--- config.mk ---
export PLATFORM = sky130hd
export DESIGN_NAME = serial_audio_core
export DESIGN_NICKNAME = d
export VERILOG_FILES = /design/src/pkg/serial_audio_pkg.sv /design/src/core/serial_audio_core.sv
export SDC_FILE = /design/constraint.sdc
export NUM_CORES = 2
export LEC_CHECK = 0
export BUFFER_PORTS_ARGS = -buffer_cell sky130_fd_sc_hd__buf_2
export CORE_MARGIN = 2
export CORE_UTILIZATION = 50
export DETAILED_ROUTE_END_ITERATION = 8
export PLACE_DENSITY = 0.79
export SLEW_MARGIN = 40
export SYNTH_ARGS = -nofsm -noshare
export SYNTH_HDL_FRONTEND = slang
export SYNTH_SLANG_ARGS = --single-unit
--- constraint.sdc ---
create_clock -name ref_clk -period 8.4 [get_ports ref_clk]
set_input_delay 2.52 -clock ref_clk [delete_from_list [all_inputs] [get_ports ref_clk]]
set_output_delay 2.52 -clock ref_clk [all_outputs]
set_load 0.01 [all_outputs]
--- src/pkg/serial_audio_pkg.sv ---
// serial_audio_pkg: register map, field layout, reset values and timing of the serial audio block
package serial_audio_pkg;

    // ------------------------------------------------------------------
    // register byte offsets
    // ------------------------------------------------------------------
    localparam logic [3:0] CSR_OFS  = 4'h0;
    localparam logic [3:0] FIFO_OFS = 4'h4;
    localparam logic [3:0] MODE_OFS = 4'h8;

    // ------------------------------------------------------------------
    // main control / status fields
    // ------------------------------------------------------------------
    localparam int EN_BIT      = 0;
    localparam int RX_RUN_BIT  = 1;
    localparam int TX_RUN_BIT  = 2;
    localparam int TX_CLR_BIT  = 3;
    localparam int RX_CLR_BIT  = 4;
    localparam int TX_THR_LSB  = 5;
    localparam int TX_THR_MSB  = 6;
    localparam int TXW_BIT     = 17;
    localparam int TXD_BIT     = 19;
    localparam int RXD_BIT     = 20;
    localparam int TXE_BIT     = 21;

    // ------------------------------------------------------------------
    // operating mode fields
    // ------------------------------------------------------------------
    localparam int DIR_BIT     = 23;
    localparam int TX_PACK_BIT = 24;
    localparam int RX_PACK_BIT = 25;
    localparam int DEN_EN_BIT  = 26;
    localparam int DEN_SEL_BIT = 27;
    localparam int BIT_CLOCK_DISABLE_BIT = 28;

    // ------------------------------------------------------------------
    // reset values
    // ------------------------------------------------------------------
    localparam logic [6:0]  CSR_CTRL_RST = 7'h00;
    localparam logic [5:0]  MODE_RST     = 6'h00;
    localparam logic [31:0] FIFO_RST     = 32'h0000_0000;

    // ------------------------------------------------------------------
    // timing and framing
    // ------------------------------------------------------------------
    localparam int REF_PERIOD_NS  = 20;
    localparam int BCLK_PERIOD_NS = 160;
    localparam int BCLK_HALF_CYC  = (BCLK_PERIOD_NS / (2 * REF_PERIOD_NS) < 1) ? 1 :
                                    BCLK_PERIOD_NS / (2 * REF_PERIOD_NS);
    localparam int CLR_BCLKS      = 2;
    localparam int CH_BITS        = 32;
    localparam int PACK_BITS      = 16;
    localparam int DEC_LO         = 16;
    localparam int DEC_HI         = 32;

    typedef enum logic [1:0] {
        THR_EMPTY       = 2'b00,
        THR_QUARTER     = 2'b01,
        THR_3QUARTER    = 2'b10,
        THR_ALMOST_FULL = 2'b11
    } tx_thr_t;

endpackage

--- src/core/serial_audio_core.sv ---
// serial_audio_core: two-channel serial audio interface with wishbone registers and fifos
//
// Our own choices: the Wishbone interface to the registers and the register addresses.
`timescale 1ns/10ps
// Function
// - transmit-needs-writing flag follows two-bit threshold: empty, quarter, three quarters, full-but-one.
// - writing one to receive clear empties receive fifo two bit clocks later; reads zero.
// - writing one to transmit clear empties transmit fifo two bit clocks later; reads zero.
// - clearing transmit run stops transmission at frame end; fifo writes still accepted.
// - setting transmit run starts at next frame; first fifo word fills first channel.
// - frame counter starts whenever transmit run or receive run is set.
// - clearing receive run halts reception at frame end; fifo stays readable.
// - setting receive run starts at next frame; first channel is first word pushed.
// - enable zero disables the interface and holds its logic idle.
// - enable and run bits accept writes while the interface is running.
// - data port writes push transmit fifo; reads pop receive fifo.
// - clock disable stops the driven bit clock cleanly, parked low; an input bit clock is ignored.
// - decimation select picks filter factor sixteen or thirty-two.
// - density input enable routes data pin through decimation filter; needs receive run.
// - receive packing merges both channels in one word, first channel low, truncated.
// - transmit packing splits a word into two halves, low half first channel.
// - bit clock direction zero drives bit clock out, one takes it in.
// - needs-writing flag reads one while fill level is below the threshold, or at it for empty and full-but-one.
module serial_audio_core
    import serial_audio_pkg::*;
#(
    parameter int DEPTH      = 64,
    parameter int FRAME_BITS = 64,
    parameter int HALF_CYC   = BCLK_HALF_CYC
) (
    // system
    input  wire logic        ref_clk,
    input  wire logic        reset,
    // wishbone slave
    input  wire logic        cyc,
    input  wire logic        stb,
    input  wire logic        we,
    input  wire logic [3:0]  adr,
    input  wire logic [3:0]  sel,
    input  wire logic [31:0] wdata,
    output logic      [31:0] rdata,
    output logic             ack,
    // serial link
    input  wire logic        bclk_pin,
    output logic             bclk_drive,
    output logic             bclk_drive_en,
    output logic             fs_drive,
    output logic             fs_drive_en,
    input  wire logic        data_in,
    output logic             data_out,
    output logic             data_out_en
);
    localparam int AW = $clog2(DEPTH);
    localparam int LW = AW + 1;
    localparam int FW = $clog2(FRAME_BITS);
    localparam int DW = $clog2(HALF_CYC + 1);

    if (DEPTH < 4 || (DEPTH & (DEPTH - 1)) != 0 || FRAME_BITS < 2 * CH_BITS || HALF_CYC < 1) begin : g_chk
        $error("serial_audio_core: unsupported parameter values");
    end

    // ------------------------------------------------------------------
    // functions
    // ------------------------------------------------------------------
    function automatic logic [31:0] merge(input logic [31:0] old, input logic [31:0] nw, input logic [3:0] be);
        logic [31:0] r;
        r = old;
        for (int b = 0; b < 4; b++) begin
            if (be[b]) begin
                r[8*b +: 8] = nw[8*b +: 8];
            end
        end
        return r;
    endfunction

    function automatic logic thr_hit(input logic [LW-1:0] lvl, input logic [1:0] s);
        case (s)
            THR_EMPTY:    return lvl == '0;
            THR_QUARTER:  return lvl < LW'(DEPTH / 4);
            THR_3QUARTER: return lvl < LW'((3 * DEPTH) / 4);
            default:      return lvl < LW'(DEPTH);
        endcase
    endfunction

    // ------------------------------------------------------------------
    // declarations
    // ------------------------------------------------------------------
    logic             ctrl_en_q, rx_run_q, tx_run_q;
    logic [1:0]       tx_thr_q;
    logic             bit_clock_disable_q, dec_sel_q, den_en_q, rx_pack_q, tx_pack_q, dir_q;
    logic             req, wr, rd, tx_need;
    logic [31:0]      csr_val, mode_val, csr_new, mode_new;
    logic [1:0]       clr_req, f_push, f_pop, f_clr;
    logic [31:0]      f_wdata [2];
    logic [31:0]      f_head [2];
    logic [LW-1:0]    f_lvl [2];
    logic [1:0]       sync1_q, sync2_q;
    logic             bclk_s3_q, bclk_q;
    logic [DW-1:0]    div_q;
    logic             tick, bit_rise, bit_fall, din;
    logic             frame_on_q, tx_act_q, rx_act_q, fs_q;
    logic [FW-1:0]    cnt_q;
    logic             want, boundary, slot_load, tx_go, tx_pop;
    logic [31:0]      tx_sh_q, rx_sh_q, rx_word, rx_data;
    logic [15:0]      tx_hold_q, rx_lo_q;
    logic             rx_push, rx_last, den_push;
    logic [5:0]       den_acc_q;
    logic [4:0]       den_cnt_q;

    // ------------------------------------------------------------------
    // wishbone slave: one wait state, ack for one cycle
    // ------------------------------------------------------------------
    assign req = cyc && stb && !ack;
    assign wr  = req && we;
    assign rd  = req && !we;

    always_comb begin
        csr_val = '0;
        csr_val[EN_BIT] = ctrl_en_q;
        csr_val[RX_RUN_BIT] = rx_run_q;
        csr_val[TX_RUN_BIT] = tx_run_q;
        csr_val[TX_THR_MSB:TX_THR_LSB] = tx_thr_q;
        csr_val[TXW_BIT] = tx_need;
        csr_val[TXD_BIT] = f_lvl[0] != LW'(DEPTH);
        csr_val[RXD_BIT] = f_lvl[1] != '0;
        csr_val[TXE_BIT] = f_lvl[0] == '0;
        mode_val = '0;
        mode_val[BIT_CLOCK_DISABLE_BIT:DIR_BIT] = {bit_clock_disable_q, dec_sel_q, den_en_q, rx_pack_q, tx_pack_q, dir_q};
    end

    assign csr_new  = merge(csr_val, wdata, sel);
    assign mode_new = merge(mode_val, wdata, sel);
    assign tx_need  = thr_hit(f_lvl[0], tx_thr_q);

    always_ff @(posedge ref_clk or posedge reset) begin
        if (reset) begin
            ack   <= 1'b0;
            rdata <= FIFO_RST;
        end else begin
            ack <= req;
            if (rd) begin
                case (adr)
                    CSR_OFS:  rdata <= csr_val;
                    FIFO_OFS: rdata <= (f_lvl[1] != '0) ? f_head[1] : FIFO_RST;
                    MODE_OFS: rdata <= mode_val;
                    default:  rdata <= '0;
                endcase
            end else if (wr) begin
                rdata <= '0;
            end
        end
    end

    // control bits stay writable at any time; software keeps the rest steady
    always_ff @(posedge ref_clk or posedge reset) begin
        if (reset) begin
            {tx_thr_q, tx_run_q, rx_run_q, ctrl_en_q} <= {CSR_CTRL_RST[6:5], CSR_CTRL_RST[2:0]};
        end else if (wr && adr == CSR_OFS) begin
            ctrl_en_q <= csr_new[EN_BIT];
            rx_run_q  <= csr_new[RX_RUN_BIT];
            tx_run_q  <= csr_new[TX_RUN_BIT];
            tx_thr_q  <= csr_new[TX_THR_MSB:TX_THR_LSB];
        end
    end

    always_ff @(posedge ref_clk or posedge reset) begin
        if (reset) begin
            {bit_clock_disable_q, dec_sel_q, den_en_q, rx_pack_q, tx_pack_q, dir_q} <= MODE_RST;
        end else if (wr && adr == MODE_OFS) begin
            {bit_clock_disable_q, dec_sel_q, den_en_q, rx_pack_q, tx_pack_q, dir_q} <= mode_new[BIT_CLOCK_DISABLE_BIT:DIR_BIT];
        end
    end

    // ------------------------------------------------------------------
    // fifo clear requests, completed on the second bit clock rise
    // ------------------------------------------------------------------
    assign clr_req[0] = wr && adr == CSR_OFS && sel[0] && wdata[TX_CLR_BIT];
    assign clr_req[1] = wr && adr == CSR_OFS && sel[0] && wdata[RX_CLR_BIT];

    for (genvar i = 0; i < 2; i++) begin : g_clr
        logic       pend_q;
        logic [1:0] seen_q;
        // limitation: with the bit clock stopped the clear waits until it runs again
        assign f_clr[i] = pend_q && bit_rise && seen_q == 2'(CLR_BCLKS - 1);
        always_ff @(posedge ref_clk or posedge reset) begin
            if (reset) begin
                pend_q <= 1'b0;
                seen_q <= 2'h0;
            end else if (clr_req[i]) begin
                pend_q <= 1'b1;
                seen_q <= 2'h0;
            end else if (f_clr[i]) begin
                pend_q <= 1'b0;
            end else if (pend_q && bit_rise) begin
                seen_q <= seen_q + 2'h1;
            end
        end
    end

    // ------------------------------------------------------------------
    // fifos: index 0 transmit, index 1 receive
    // ------------------------------------------------------------------
    assign f_push[0]  = wr && adr == FIFO_OFS;
    assign f_wdata[0] = wdata;
    assign f_pop[0]   = tx_pop;
    assign f_push[1]  = rx_push;
    assign f_wdata[1] = rx_data;
    assign f_pop[1]   = rd && adr == FIFO_OFS;

    for (genvar i = 0; i < 2; i++) begin : g_fifo
        logic [31:0]   mem [DEPTH];
        logic [AW-1:0] wp_q, rp_q;
        logic [LW-1:0] lvl_q;
        logic          do_push, do_pop;
        // pushes beyond full are dropped, pops of an empty fifo do nothing
        assign do_push   = f_push[i] && lvl_q != LW'(DEPTH);
        assign do_pop    = f_pop[i] && lvl_q != '0;
        assign f_head[i] = mem[rp_q];
        assign f_lvl[i]  = lvl_q;
        always_ff @(posedge ref_clk or posedge reset) begin
            if (reset) begin
                wp_q  <= '0;
                rp_q  <= '0;
                lvl_q <= '0;
            end else if (f_clr[i]) begin
                wp_q  <= '0;
                rp_q  <= '0;
                lvl_q <= '0;
            end else begin
                if (do_push) begin
                    wp_q <= wp_q + AW'(1);
                end
                if (do_pop) begin
                    rp_q <= rp_q + AW'(1);
                end
                lvl_q <= lvl_q + LW'(do_push) - LW'(do_pop);
            end
        end
        always_ff @(posedge ref_clk) begin
            if (do_push) begin
                mem[wp_q] <= f_wdata[i];
            end
        end
    end

    // ------------------------------------------------------------------
    // pin synchronisers and bit clock
    // ------------------------------------------------------------------
    always_ff @(posedge ref_clk or posedge reset) begin
        if (reset) begin
            sync1_q   <= 2'h0;
            sync2_q   <= 2'h0;
            bclk_s3_q <= 1'b0;
        end else begin
            sync1_q   <= {data_in, bclk_pin};
            sync2_q   <= sync1_q;
            bclk_s3_q <= sync2_q[0];
        end
    end
    assign din = sync2_q[1];

    // master clock parks low: on clock disable a high phase completes before stopping; enable zero or direction one drops it at once
    assign tick = div_q == DW'(HALF_CYC - 1);
    always_ff @(posedge ref_clk or posedge reset) begin
        if (reset) begin
            div_q  <= '0;
            bclk_q <= 1'b0;
        end else if (!ctrl_en_q || dir_q) begin
            div_q  <= '0;
            bclk_q <= 1'b0;
        end else if (tick) begin
            div_q <= '0;
            if (bclk_q || !bit_clock_disable_q) begin
                bclk_q <= ~bclk_q;
            end
        end else begin
            div_q <= div_q + DW'(1);
        end
    end

    assign bit_rise = ctrl_en_q && !bit_clock_disable_q &&
                      (dir_q ? (sync2_q[0] && !bclk_s3_q) : (tick && !bclk_q));
    assign bit_fall = ctrl_en_q && (dir_q ? (!bit_clock_disable_q && !sync2_q[0] && bclk_s3_q) : (tick && bclk_q));
    assign bclk_drive    = bclk_q;
    assign bclk_drive_en = !dir_q;

    // ------------------------------------------------------------------
    // frame counter; run bits are taken only at frame boundaries
    // ------------------------------------------------------------------
    assign want      = rx_run_q || tx_run_q;
    assign boundary  = !frame_on_q || cnt_q == FW'(FRAME_BITS - 1);
    assign slot_load = bit_rise && (boundary ? want : cnt_q == FW'(CH_BITS - 1));
    assign tx_go     = boundary ? tx_run_q : tx_act_q;

    always_ff @(posedge ref_clk or posedge reset) begin
        if (reset) begin
            frame_on_q <= 1'b0;
            cnt_q      <= '0;
            tx_act_q   <= 1'b0;
            rx_act_q   <= 1'b0;
            fs_q       <= 1'b0;
        end else if (!ctrl_en_q) begin
            frame_on_q <= 1'b0;
            cnt_q      <= '0;
            tx_act_q   <= 1'b0;
            rx_act_q   <= 1'b0;
            fs_q       <= 1'b0;
        end else if (bit_rise) begin
            fs_q <= boundary && want;
            if (boundary) begin
                frame_on_q <= want;
                cnt_q      <= '0;
                tx_act_q   <= tx_run_q;
                rx_act_q   <= rx_run_q;
            end else begin
                cnt_q <= cnt_q + FW'(1);
            end
        end
    end
    assign fs_drive    = fs_q;
    assign fs_drive_en = 1'b1;

    // ------------------------------------------------------------------
    // transmit shifter, msb first; underflow sends zeros except in a packed second channel, which sends the held half
    // ------------------------------------------------------------------
    assign tx_pop = slot_load && tx_go && (!tx_pack_q || boundary) && f_lvl[0] != '0;

    always_ff @(posedge ref_clk or posedge reset) begin
        if (reset) begin
            tx_sh_q   <= '0;
            tx_hold_q <= '0;
        end else if (slot_load) begin
            if (!tx_go || (f_lvl[0] == '0 && (!tx_pack_q || boundary))) begin
                tx_sh_q <= '0;
            end else if (!tx_pack_q) begin
                tx_sh_q <= f_head[0];
            end else if (boundary) begin
                tx_sh_q   <= {f_head[0][PACK_BITS-1:0], 16'h0000};
                tx_hold_q <= f_head[0][31:PACK_BITS];
            end else begin
                tx_sh_q <= {tx_hold_q, 16'h0000};
            end
        end else if (bit_rise) begin
            tx_sh_q <= {tx_sh_q[30:0], 1'b0};
        end
    end
    assign data_out    = tx_sh_q[31];
    assign data_out_en = tx_act_q;

    // ------------------------------------------------------------------
    // receive shifter and density decimator
    // ------------------------------------------------------------------
    assign rx_word = {rx_sh_q[30:0], din};
    assign rx_last = cnt_q == FW'(CH_BITS - 1) || cnt_q == FW'(2 * CH_BITS - 1);
    // the counting decimator is a first-order cic: one sample per n bits
    assign den_push = bit_fall && rx_act_q && den_en_q &&
                      den_cnt_q == (dec_sel_q ? 5'(DEC_HI - 1) : 5'(DEC_LO - 1));
    assign rx_push  = den_push || (bit_fall && rx_act_q && !den_en_q && rx_last &&
                                   (!rx_pack_q || cnt_q != FW'(CH_BITS - 1)));
    assign rx_data  = den_en_q ? {26'h0, den_acc_q + 6'(din)} :
                      rx_pack_q ? {rx_word[PACK_BITS-1:0], rx_lo_q} : rx_word;

    always_ff @(posedge ref_clk or posedge reset) begin
        if (reset) begin
            rx_sh_q <= '0;
            rx_lo_q <= '0;
        end else if (bit_fall && rx_act_q && !den_en_q) begin
            rx_sh_q <= rx_word;
            if (rx_last && cnt_q == FW'(CH_BITS - 1)) begin
                rx_lo_q <= rx_word[PACK_BITS-1:0];
            end
        end
    end

    always_ff @(posedge ref_clk or posedge reset) begin
        if (reset) begin
            den_acc_q <= '0;
            den_cnt_q <= '0;
        end else if (!rx_act_q || !den_en_q || den_push) begin
            den_acc_q <= '0;
            den_cnt_q <= '0;
        end else if (bit_fall) begin
            den_acc_q <= den_acc_q + 6'(din);
            den_cnt_q <= den_cnt_q + 5'h01;
        end
    end
endmodule

Word level (Yosys, flattened, before mapping)

Memories as Yosys holds them, arrays and structs flattened.
Index checks and enable logic that the tools add are counted.

Flip-flop bits (word level): 213
Memory bits (writable): 4096
Input port bits: 47
Output and inout port bits: 39
Word-level logic and storage cells: 231
Memories: 2

Memory list:

| memory        | depth | width | read ports | clocked after memory_dff | write ports | line                     | source |
|---|---|---|---|---|---|---|---|
| g_fifo[0].mem | 64    | 32    | 1          | 0                        | 1           | serial_audio_core.sv:211 | `logic [31:0] mem [DEPTH];` |
| g_fifo[1].mem | 64    | 32    | 1          | 0                        | 1           | serial_audio_core.sv:211 |  |

Add/subtract/negate cells: 14
Order comparisons: 3
Eq/ne operators: 17
Mux-type cells: 63
Bitwise gates (word level): 2
Reductions and logical operators: 92

Operators by type and width:

| operator              | number |
|---|---|
| $mux W32              | 10 |
| $pmux W32 S3          | 1 |
| $mux W6               | 13 |
| $logic_and A1 B1 Y1   | 40 |
| $add A6 B1 Y6 const B | 5 |
| $reduce_bool A2 Y1    | 13 |
| $mux W1               | 25 |
| $reduce_and A2 Y1     | 8 |
| $mux W5               | 3 |
| $add A7 B1 Y7         | 2 |
| $logic_not A1 Y1      | 14 |
| $mux W7               | 2 |
| $ne A7 B7 Y1 const B  | 2 |
| $reduce_bool A7 Y1    | 2 |
| $sub A7 B1 Y7         | 2 |
| $mux W2               | 6 |
| $logic_or A1 B1 Y1    | 11 |
| $logic_not A7 Y1      | 1 |
| $lt A7 B5 Y1 const B  | 1 |
| $lt A7 B6 Y1 const B  | 1 |
| $lt A7 B7 Y1 const B  | 1 |
| $add A6 B1 Y6         | 1 |
| $eq A2 B1 Y1 const B  | 3 |
| $eq A6 B5 Y1 const B  | 1 |
| other kinds (18)      | 23 |

Logic depth before layout (Yosys ltp)

Depth in word-level cells: 14
Gate-level depth with buffers: 19
Gate-level depth less buffers: 19

Least setup slack after synthesis

OpenSTA, ideal clock, no wires.

Kind: input-to-reg
From: input port stb
To: memory g_fifo[0].mem[43][0] (enable)
Setup time: 421 ps
Arrival time: 5473 ps
Setup slack: 2506 ps
Cell stages on the path: 8
Buffers on the path: 1
Cell sequence: nand3b_4 or3_1 clkbuf_1 nor3_2 inv_1 nor2_1 nand3_1 nor2_1

Longest elaborated chain between the ends: 7

Ends and longest elaborated chain:

| element                          | line                     | source |
|---|---|---|
| start: declaration               | serial_audio_core.sv:36  | `input wire logic stb,` |
| $logic_and A1 B1 Y1 (2 in a row) | serial_audio_core.sv:113 | `assign req = cyc && stb && !ack;` |
| $logic_and A1 B1 Y1              | serial_audio_core.sv:114 | `assign wr = req && we;` |
| $logic_and A1 B1 Y1              | serial_audio_core.sv:203 | `assign f_push[0] = wr && adr == FIFO_OFS;` |
| $logic_and A1 B1 Y1              | serial_audio_core.sv:216 | `assign do_push = f_push[i] && lvl_q != LW'(DEPTH);` |
| $mux W1                          | serial_audio_core.sv:240 | `if (do_push) begin` |
| $mux W1 (implied by the code)    | serial_audio_core.sv:241 | `mem[wp_q] <= f_wdata[i];` |
| end: declaration                 | serial_audio_core.sv:211 |  |

No other way between the ends.

Final worst setup path

From: input port stb
To: register g_fifo[1].lvl_q[6]

Longest elaborated chain between the ends: 7

Ends and longest elaborated chain:

| element                          | line                     | source |
|---|---|---|
| $logic_and A1 B1 Y1 (2 in a row) | serial_audio_core.sv:113 |  |
| $logic_and A1 B1 Y1              | serial_audio_core.sv:115 | `assign rd = req && !we;` |
| $logic_and A1 B1 Y1              | serial_audio_core.sv:208 | `assign f_pop[1] = rd && adr == FIFO_OFS;` |
| $logic_and A1 B1 Y1              | serial_audio_core.sv:217 | `assign do_pop = f_pop[i] && lvl_q != '0;` |
| $sub A7 B1 Y7                    | serial_audio_core.sv:236 | `lvl_q <= lvl_q + LW'(do_push) - LW'(do_pop);` |
| $mux W7                          | serial_audio_core.sv:225 | `end else if (f_clr[i]) begin` |
| end signal: assignment           | serial_audio_core.sv:236 |  |
| end: declaration                 | serial_audio_core.sv:213 | `logic [LW-1:0] lvl_q;` |

No other way between the ends.
A chain may end at the register's enable or synchronous reset.

==> impl_metrics.prom <==
# TYPE chip_impl_metric gauge
chip_impl_metric{name="ff_latch_area",unit="sq um"} 128000
chip_impl_metric{name="detail_route.first_pass.iterations",unit=""} 6
chip_impl_metric{name="route.antenna.remaining_nets",unit=""} 0
chip_impl_metric{name="finalWorstPathRequiredPeriod",unit="ns"} 5.86
chip_impl_metric{name="post_dp_cell_area",unit="sq um"} 176000
chip_impl_metric{name="insertion_delay",unit="ns"} 0.98
chip_impl_metric{name="grt_usage",unit="%"} 26.6
chip_impl_metric{name="numPortBuffers",unit=""} 83
chip_impl_info{name="synth.largest_area_cell",value="sky130_fd_sc_hd__edfxtp_1"} 1
chip_impl_metric{name="critical_path_peak_fanout",unit=""} 34
chip_impl_info{name="grt_setup_unrepaired",value="no"} 1
chip_impl_metric{name="leakage",unit="nW"} 53.7
chip_impl_metric{name="grt.met1_usage",unit="%"} 33.4
chip_impl_metric{name="number_of_hold_violations_in_the_final_report",unit=""} 0
chip_impl_metric{name="synth-seq-area-share",unit="%"} 77.3
chip_impl_metric{name="final-max-slew-violation-count",unit=""} 0
chip_impl_metric{name="post-cts-setup-buffers",unit=""} 0
chip_impl_metric{name="fillers",unit=""} 22000
chip_impl_metric{name="dpl.hpwl",unit="mm"} 236
chip_impl_metric{name="detailedRoute.firstIterationViolations",unit=""} 14200
chip_impl_metric{name="worst-path-buf-inv",unit=""} 5
chip_impl_metric{name="tritoncts.num_buffers",unit=""} 399
chip_impl_metric{name="postCtsResizedCells",unit=""} 0
chip_impl_metric{name="fmax",unit="MHz"} 171
chip_impl_metric{name="power.total",unit="mW"} 43.4
chip_impl_info{name="synth_area_leaders",value="sky130_fd_sc_hd__edfxtp_1 74%, sky130_fd_sc_hd__mux4_2 15%, sky130_fd_sc_hd__dfrtp_1 3.2%"} 1
chip_impl_metric{name="postSynthCellCount",unit=""} 7402
chip_impl_metric{name="critical_path_arrival",unit="ns"} 6.73
chip_impl_metric{name="worst_ep_required_time",unit="ns"} 9.27
chip_impl_info{name="timing.setup.critical_path_class",value="input pin to register"} 1
chip_impl_info{name="cpLargestDelayFamily",value="simple AND/OR/NAND/NOR gates"} 1
chip_impl_metric{name="tightest_pin_transition",unit="ns"} 0.952
chip_impl_metric{name="route.vias.total",unit=""} 84900
chip_impl_metric{name="synth_async_sr_flop_share",unit="%"} 4.94
chip_impl_metric{name="cts.reportedPaths.clkPinSlew",unit="ns"} 0.06
chip_impl_metric{name="synth.yosys.warnings",unit=""} 0
chip_impl_metric{name="final.period_utilization",unit="%"} 69.8
chip_impl_metric{name="die_y",unit="microns"} 580
chip_impl_metric{name="start_util",unit="%"} 50.2
chip_impl_info{name="yosys.cell_count.top_type",value="sky130_fd_sc_hd__edfxtp_1"} 1
chip_impl_metric{name="r2r.worst_path.cells",unit=""} 9
chip_impl_metric{name="path_depth",unit=""} 18
chip_impl_metric{name="setup-tns-final",unit="ns"} 0
chip_impl_metric{name="grt_start_max_net_pins",unit=""} 136
chip_impl_info{name="critical_path.cell_chain",value="buf_2 -> nand3b_4 -> or3_1 -> a2111oi_2 -> nand2_1 -> inv_2 -> ha_1 -> inv_1 -> ha_1 -> inv_1 -> fa_1 -> inv_1 -> a21oi_1 -> nor2_1 -> o21ai_0 -> a21oi_1 -> or3_1 -> a21oi_1"} 1
chip_impl_metric{name="die_x",unit="microns"} 580
chip_impl_metric{name="gp_congestion",unit=""} 0.905
chip_impl_metric{name="drive_above_1_share",unit="%"} 29.7
chip_impl_metric{name="hold_depth",unit=""} 0
chip_impl_metric{name="grt_pass1_wl",unit="mm"} 642
chip_impl_info{name="hold_class",value="register to register"} 1
chip_impl_metric{name="final_nets",unit=""} 7914
chip_impl_metric{name="die-area",unit="sq um"} 337000
chip_impl_metric{name="cts_buffer_depth",unit=""} 4
chip_impl_metric{name="multiInputGateArea",unit="sq um"} 36900
chip_impl_metric{name="io_pins",unit=""} 86
chip_impl_metric{name="synthToLayoutAreaGrowth",unit="%"} 13.9
chip_impl_metric{name="grt_util_met3",unit="%"} 5.93
chip_impl_info{name="crit_path_start_kind",value="input pin"} 1
chip_impl_metric{name="number_of_instances_in_the_placed_design",unit=""} 11800
chip_impl_metric{name="critical-path-max-stage-delay",unit="ns"} 0.65
chip_impl_metric{name="first_global_vias",unit=""} 86300
chip_impl_metric{name="max-vdd-ir-drop",unit="V"} 0.000209
chip_impl_metric{name="route.final.wire_length",unit="mm"} 454
chip_impl_metric{name="max_cap_viols",unit=""} 0
chip_impl_metric{name="stdcell_count",unit=""} 12500
chip_impl_metric{name="syn_area_per_cell",unit="sq um"} 22.4
chip_impl_info{name="ys.flop_type",value="sky130_fd_sc_hd__edfxtp_1"} 1
chip_impl_metric{name="synthDistinctLibCells",unit=""} 82
chip_impl_metric{name="cts_max_level",unit=""} 5
chip_impl_metric{name="synth_seq_cells",unit=""} 4309
chip_impl_metric{name="relSlewSlack",unit="%"} 34.7
chip_impl_metric{name="globalRouteOverflowTotal",unit=""} 0
chip_impl_info{name="crit_slowest_cell",value="sky130_fd_sc_hd__or3_1"} 1
chip_impl_metric{name="finish.instance_area",unit="sq um"} 189000
chip_impl_metric{name="cts-hold-fix-buffers",unit=""} 0
chip_impl_info{name="run_status",value="finished, final reports clean"} 1
chip_impl_metric{name="residual_drc_count",unit=""} 0
chip_impl_info{name="worstSetupEndpointType",value="register"} 1
chip_impl_metric{name="fp.coreArea",unit="sq um"} 331000
chip_impl_metric{name="finalHoldWorstSlack",unit="ns"} 0.349
chip_impl_metric{name="finClkSkew",unit="ns"} 0.0533
chip_impl_metric{name="routed_wire_length_per_instance",unit="microns"} 36.2
chip_impl_metric{name="antenna_found_initial",unit=""} 19
chip_impl_metric{name="drt-vias-per-instance",unit=""} 6.76
chip_impl_metric{name="synth.cell_area",unit="sq um"} 166000
chip_impl_info{name="synthTopCellsByCount",value="4096 x sky130_fd_sc_hd__edfxtp_1, 1088 x sky130_fd_sc_hd__mux4_2, 278 x sky130_fd_sc_hd__mux2i_1"} 1
chip_impl_metric{name="finalSetupViolCount",unit=""} 0
chip_impl_info{name="cts_tree",value="yes"} 1
chip_impl_metric{name="mappedNetlistNets",unit=""} 7483
chip_impl_metric{name="pwr_density_cell",unit="nW/um^2"} 230
chip_impl_metric{name="use_met2",unit="%"} 43.2
chip_impl_info{name="cts_root_buf",value="sky130_fd_sc_hd__clkbuf_16"} 1
chip_impl_metric{name="synth-edff-count",unit=""} 4096
chip_impl_metric{name="synth_top_area_share",unit="%"} 74.1
chip_impl_info{name="gr-max-usage-layer",value="met2"} 1
chip_impl_metric{name="clkSinkCount",unit=""} 4309
chip_impl_metric{name="rows",unit=""} 211
cells by family after synthesis:
| kind of cell | share of synthesized area, % |
|---|---|
| buffers and inverters | 1.32 |
| muxes | 16.9 |
| xor gates and xnor gates | 0.216 |
| and+or+nand+nor | 1.61 |
| AOI/OAI and AO/OA | 2.34 |
| adders and majority gates | 0.265 |
| other | 0.00226 |
| DFF | 77.3 |
state kept, by name, summed over array words and instances (netlist names), 5 cells and up:
name / flops
cnt_q: 6
den_acc_q: 6
den_cnt_q: 5
g_fifo.lvl_q: 14
g_fifo.mem: 4096
g_fifo.rp_q: 12
g_fifo.wp_q: 12
rdata: 32
rx_lo_q: 16
rx_sh_q: 31
tx_hold_q: 16
tx_sh_q: 32
cells in the final DEF (no fill, tap or decap), types with 90 or more instances in the layout:
master / instances
sky130_fd_sc_hd__edfxtp_1: 4096
sky130_fd_sc_hd__mux4_2: 1088
sky130_fd_sc_hd__clkbuf_16: 409
sky130_fd_sc_hd__mux2i_1: 274
sky130_fd_sc_hd__dfrtp_1: 200
sky130_fd_sc_hd__buf_4: 199
sky130_fd_sc_hd__nor2_4: 153
sky130_fd_sc_hd__nand2_1: 136
sky130_fd_sc_hd__nor2_1: 118
sky130_fd_sc_hd__clkbuf_1: 93
sky130_fd_sc_hd__buf_2: 90
cell type report:
cell class	instances	area share, %
Clock inverter	220	1.19
Multi-Input combinational cell	2634	19.5
Sequential cell	4309	67.9
Inverter	43	0.0920
Antenna cell	8	0.0106
Timing Repair Buffer	446	2.70
Clock buffer	519	5.72
Tap cell	4366	2.89
where the power goes:
part / internal, mW / total [mW] / switching [mW]
logic: 0.642 / 1.62 / 0.975
clock network: 10.3 / 18.3 / 8.01
registers: 23.4 / 23.5 / 0.0868
layer usage:
layer | vias up | wire length (microns)
li1 | 32200 | -
met1 | 43900 | 146000
met2 | 7276 | 222000
met3 | 1454 | 56400
met4 | 6 | 30300
met5 | - | 46
path summary, 6_finish.rpt:
kind | startpoint | endpoint | slack (ns)
max in group asynchronous | reset | den_en_q$_DFFE_PP0P_ | 5.42
max reg2reg | bit_clock_disable_q$_DFFE_PP0P_ | g_fifo[1].mem[57][7]$_DFFE_PP_ | 3.57
min | sync1_q[1]$_DFF_PP0_ | sync2_q[1]$_DFF_PP0_ | 0.35
min reg2reg | sync1_q[1]$_DFF_PP0_ | sync2_q[1]$_DFF_PP0_ | 0.35
min in group asynchronous | reset | tx_sh_q[31]$_DFFE_PP0P_ | 1.59
max | stb | g_fifo[1].lvl_q[6]$_DFF_PP0_ | 2.54
through the flow:
stage	utilization (%)	setup WS, ns
2_1_floorplan	-	0.0574
3_3_place_gp	52.4	1.57
6_report	57.2	2.54
3_5_place_dp	53.2	1.72
4_1_cts	57.1	2.63
5_1_grt	57.2	2.38
No activity file was read; power rests on OpenSTA's default activity.
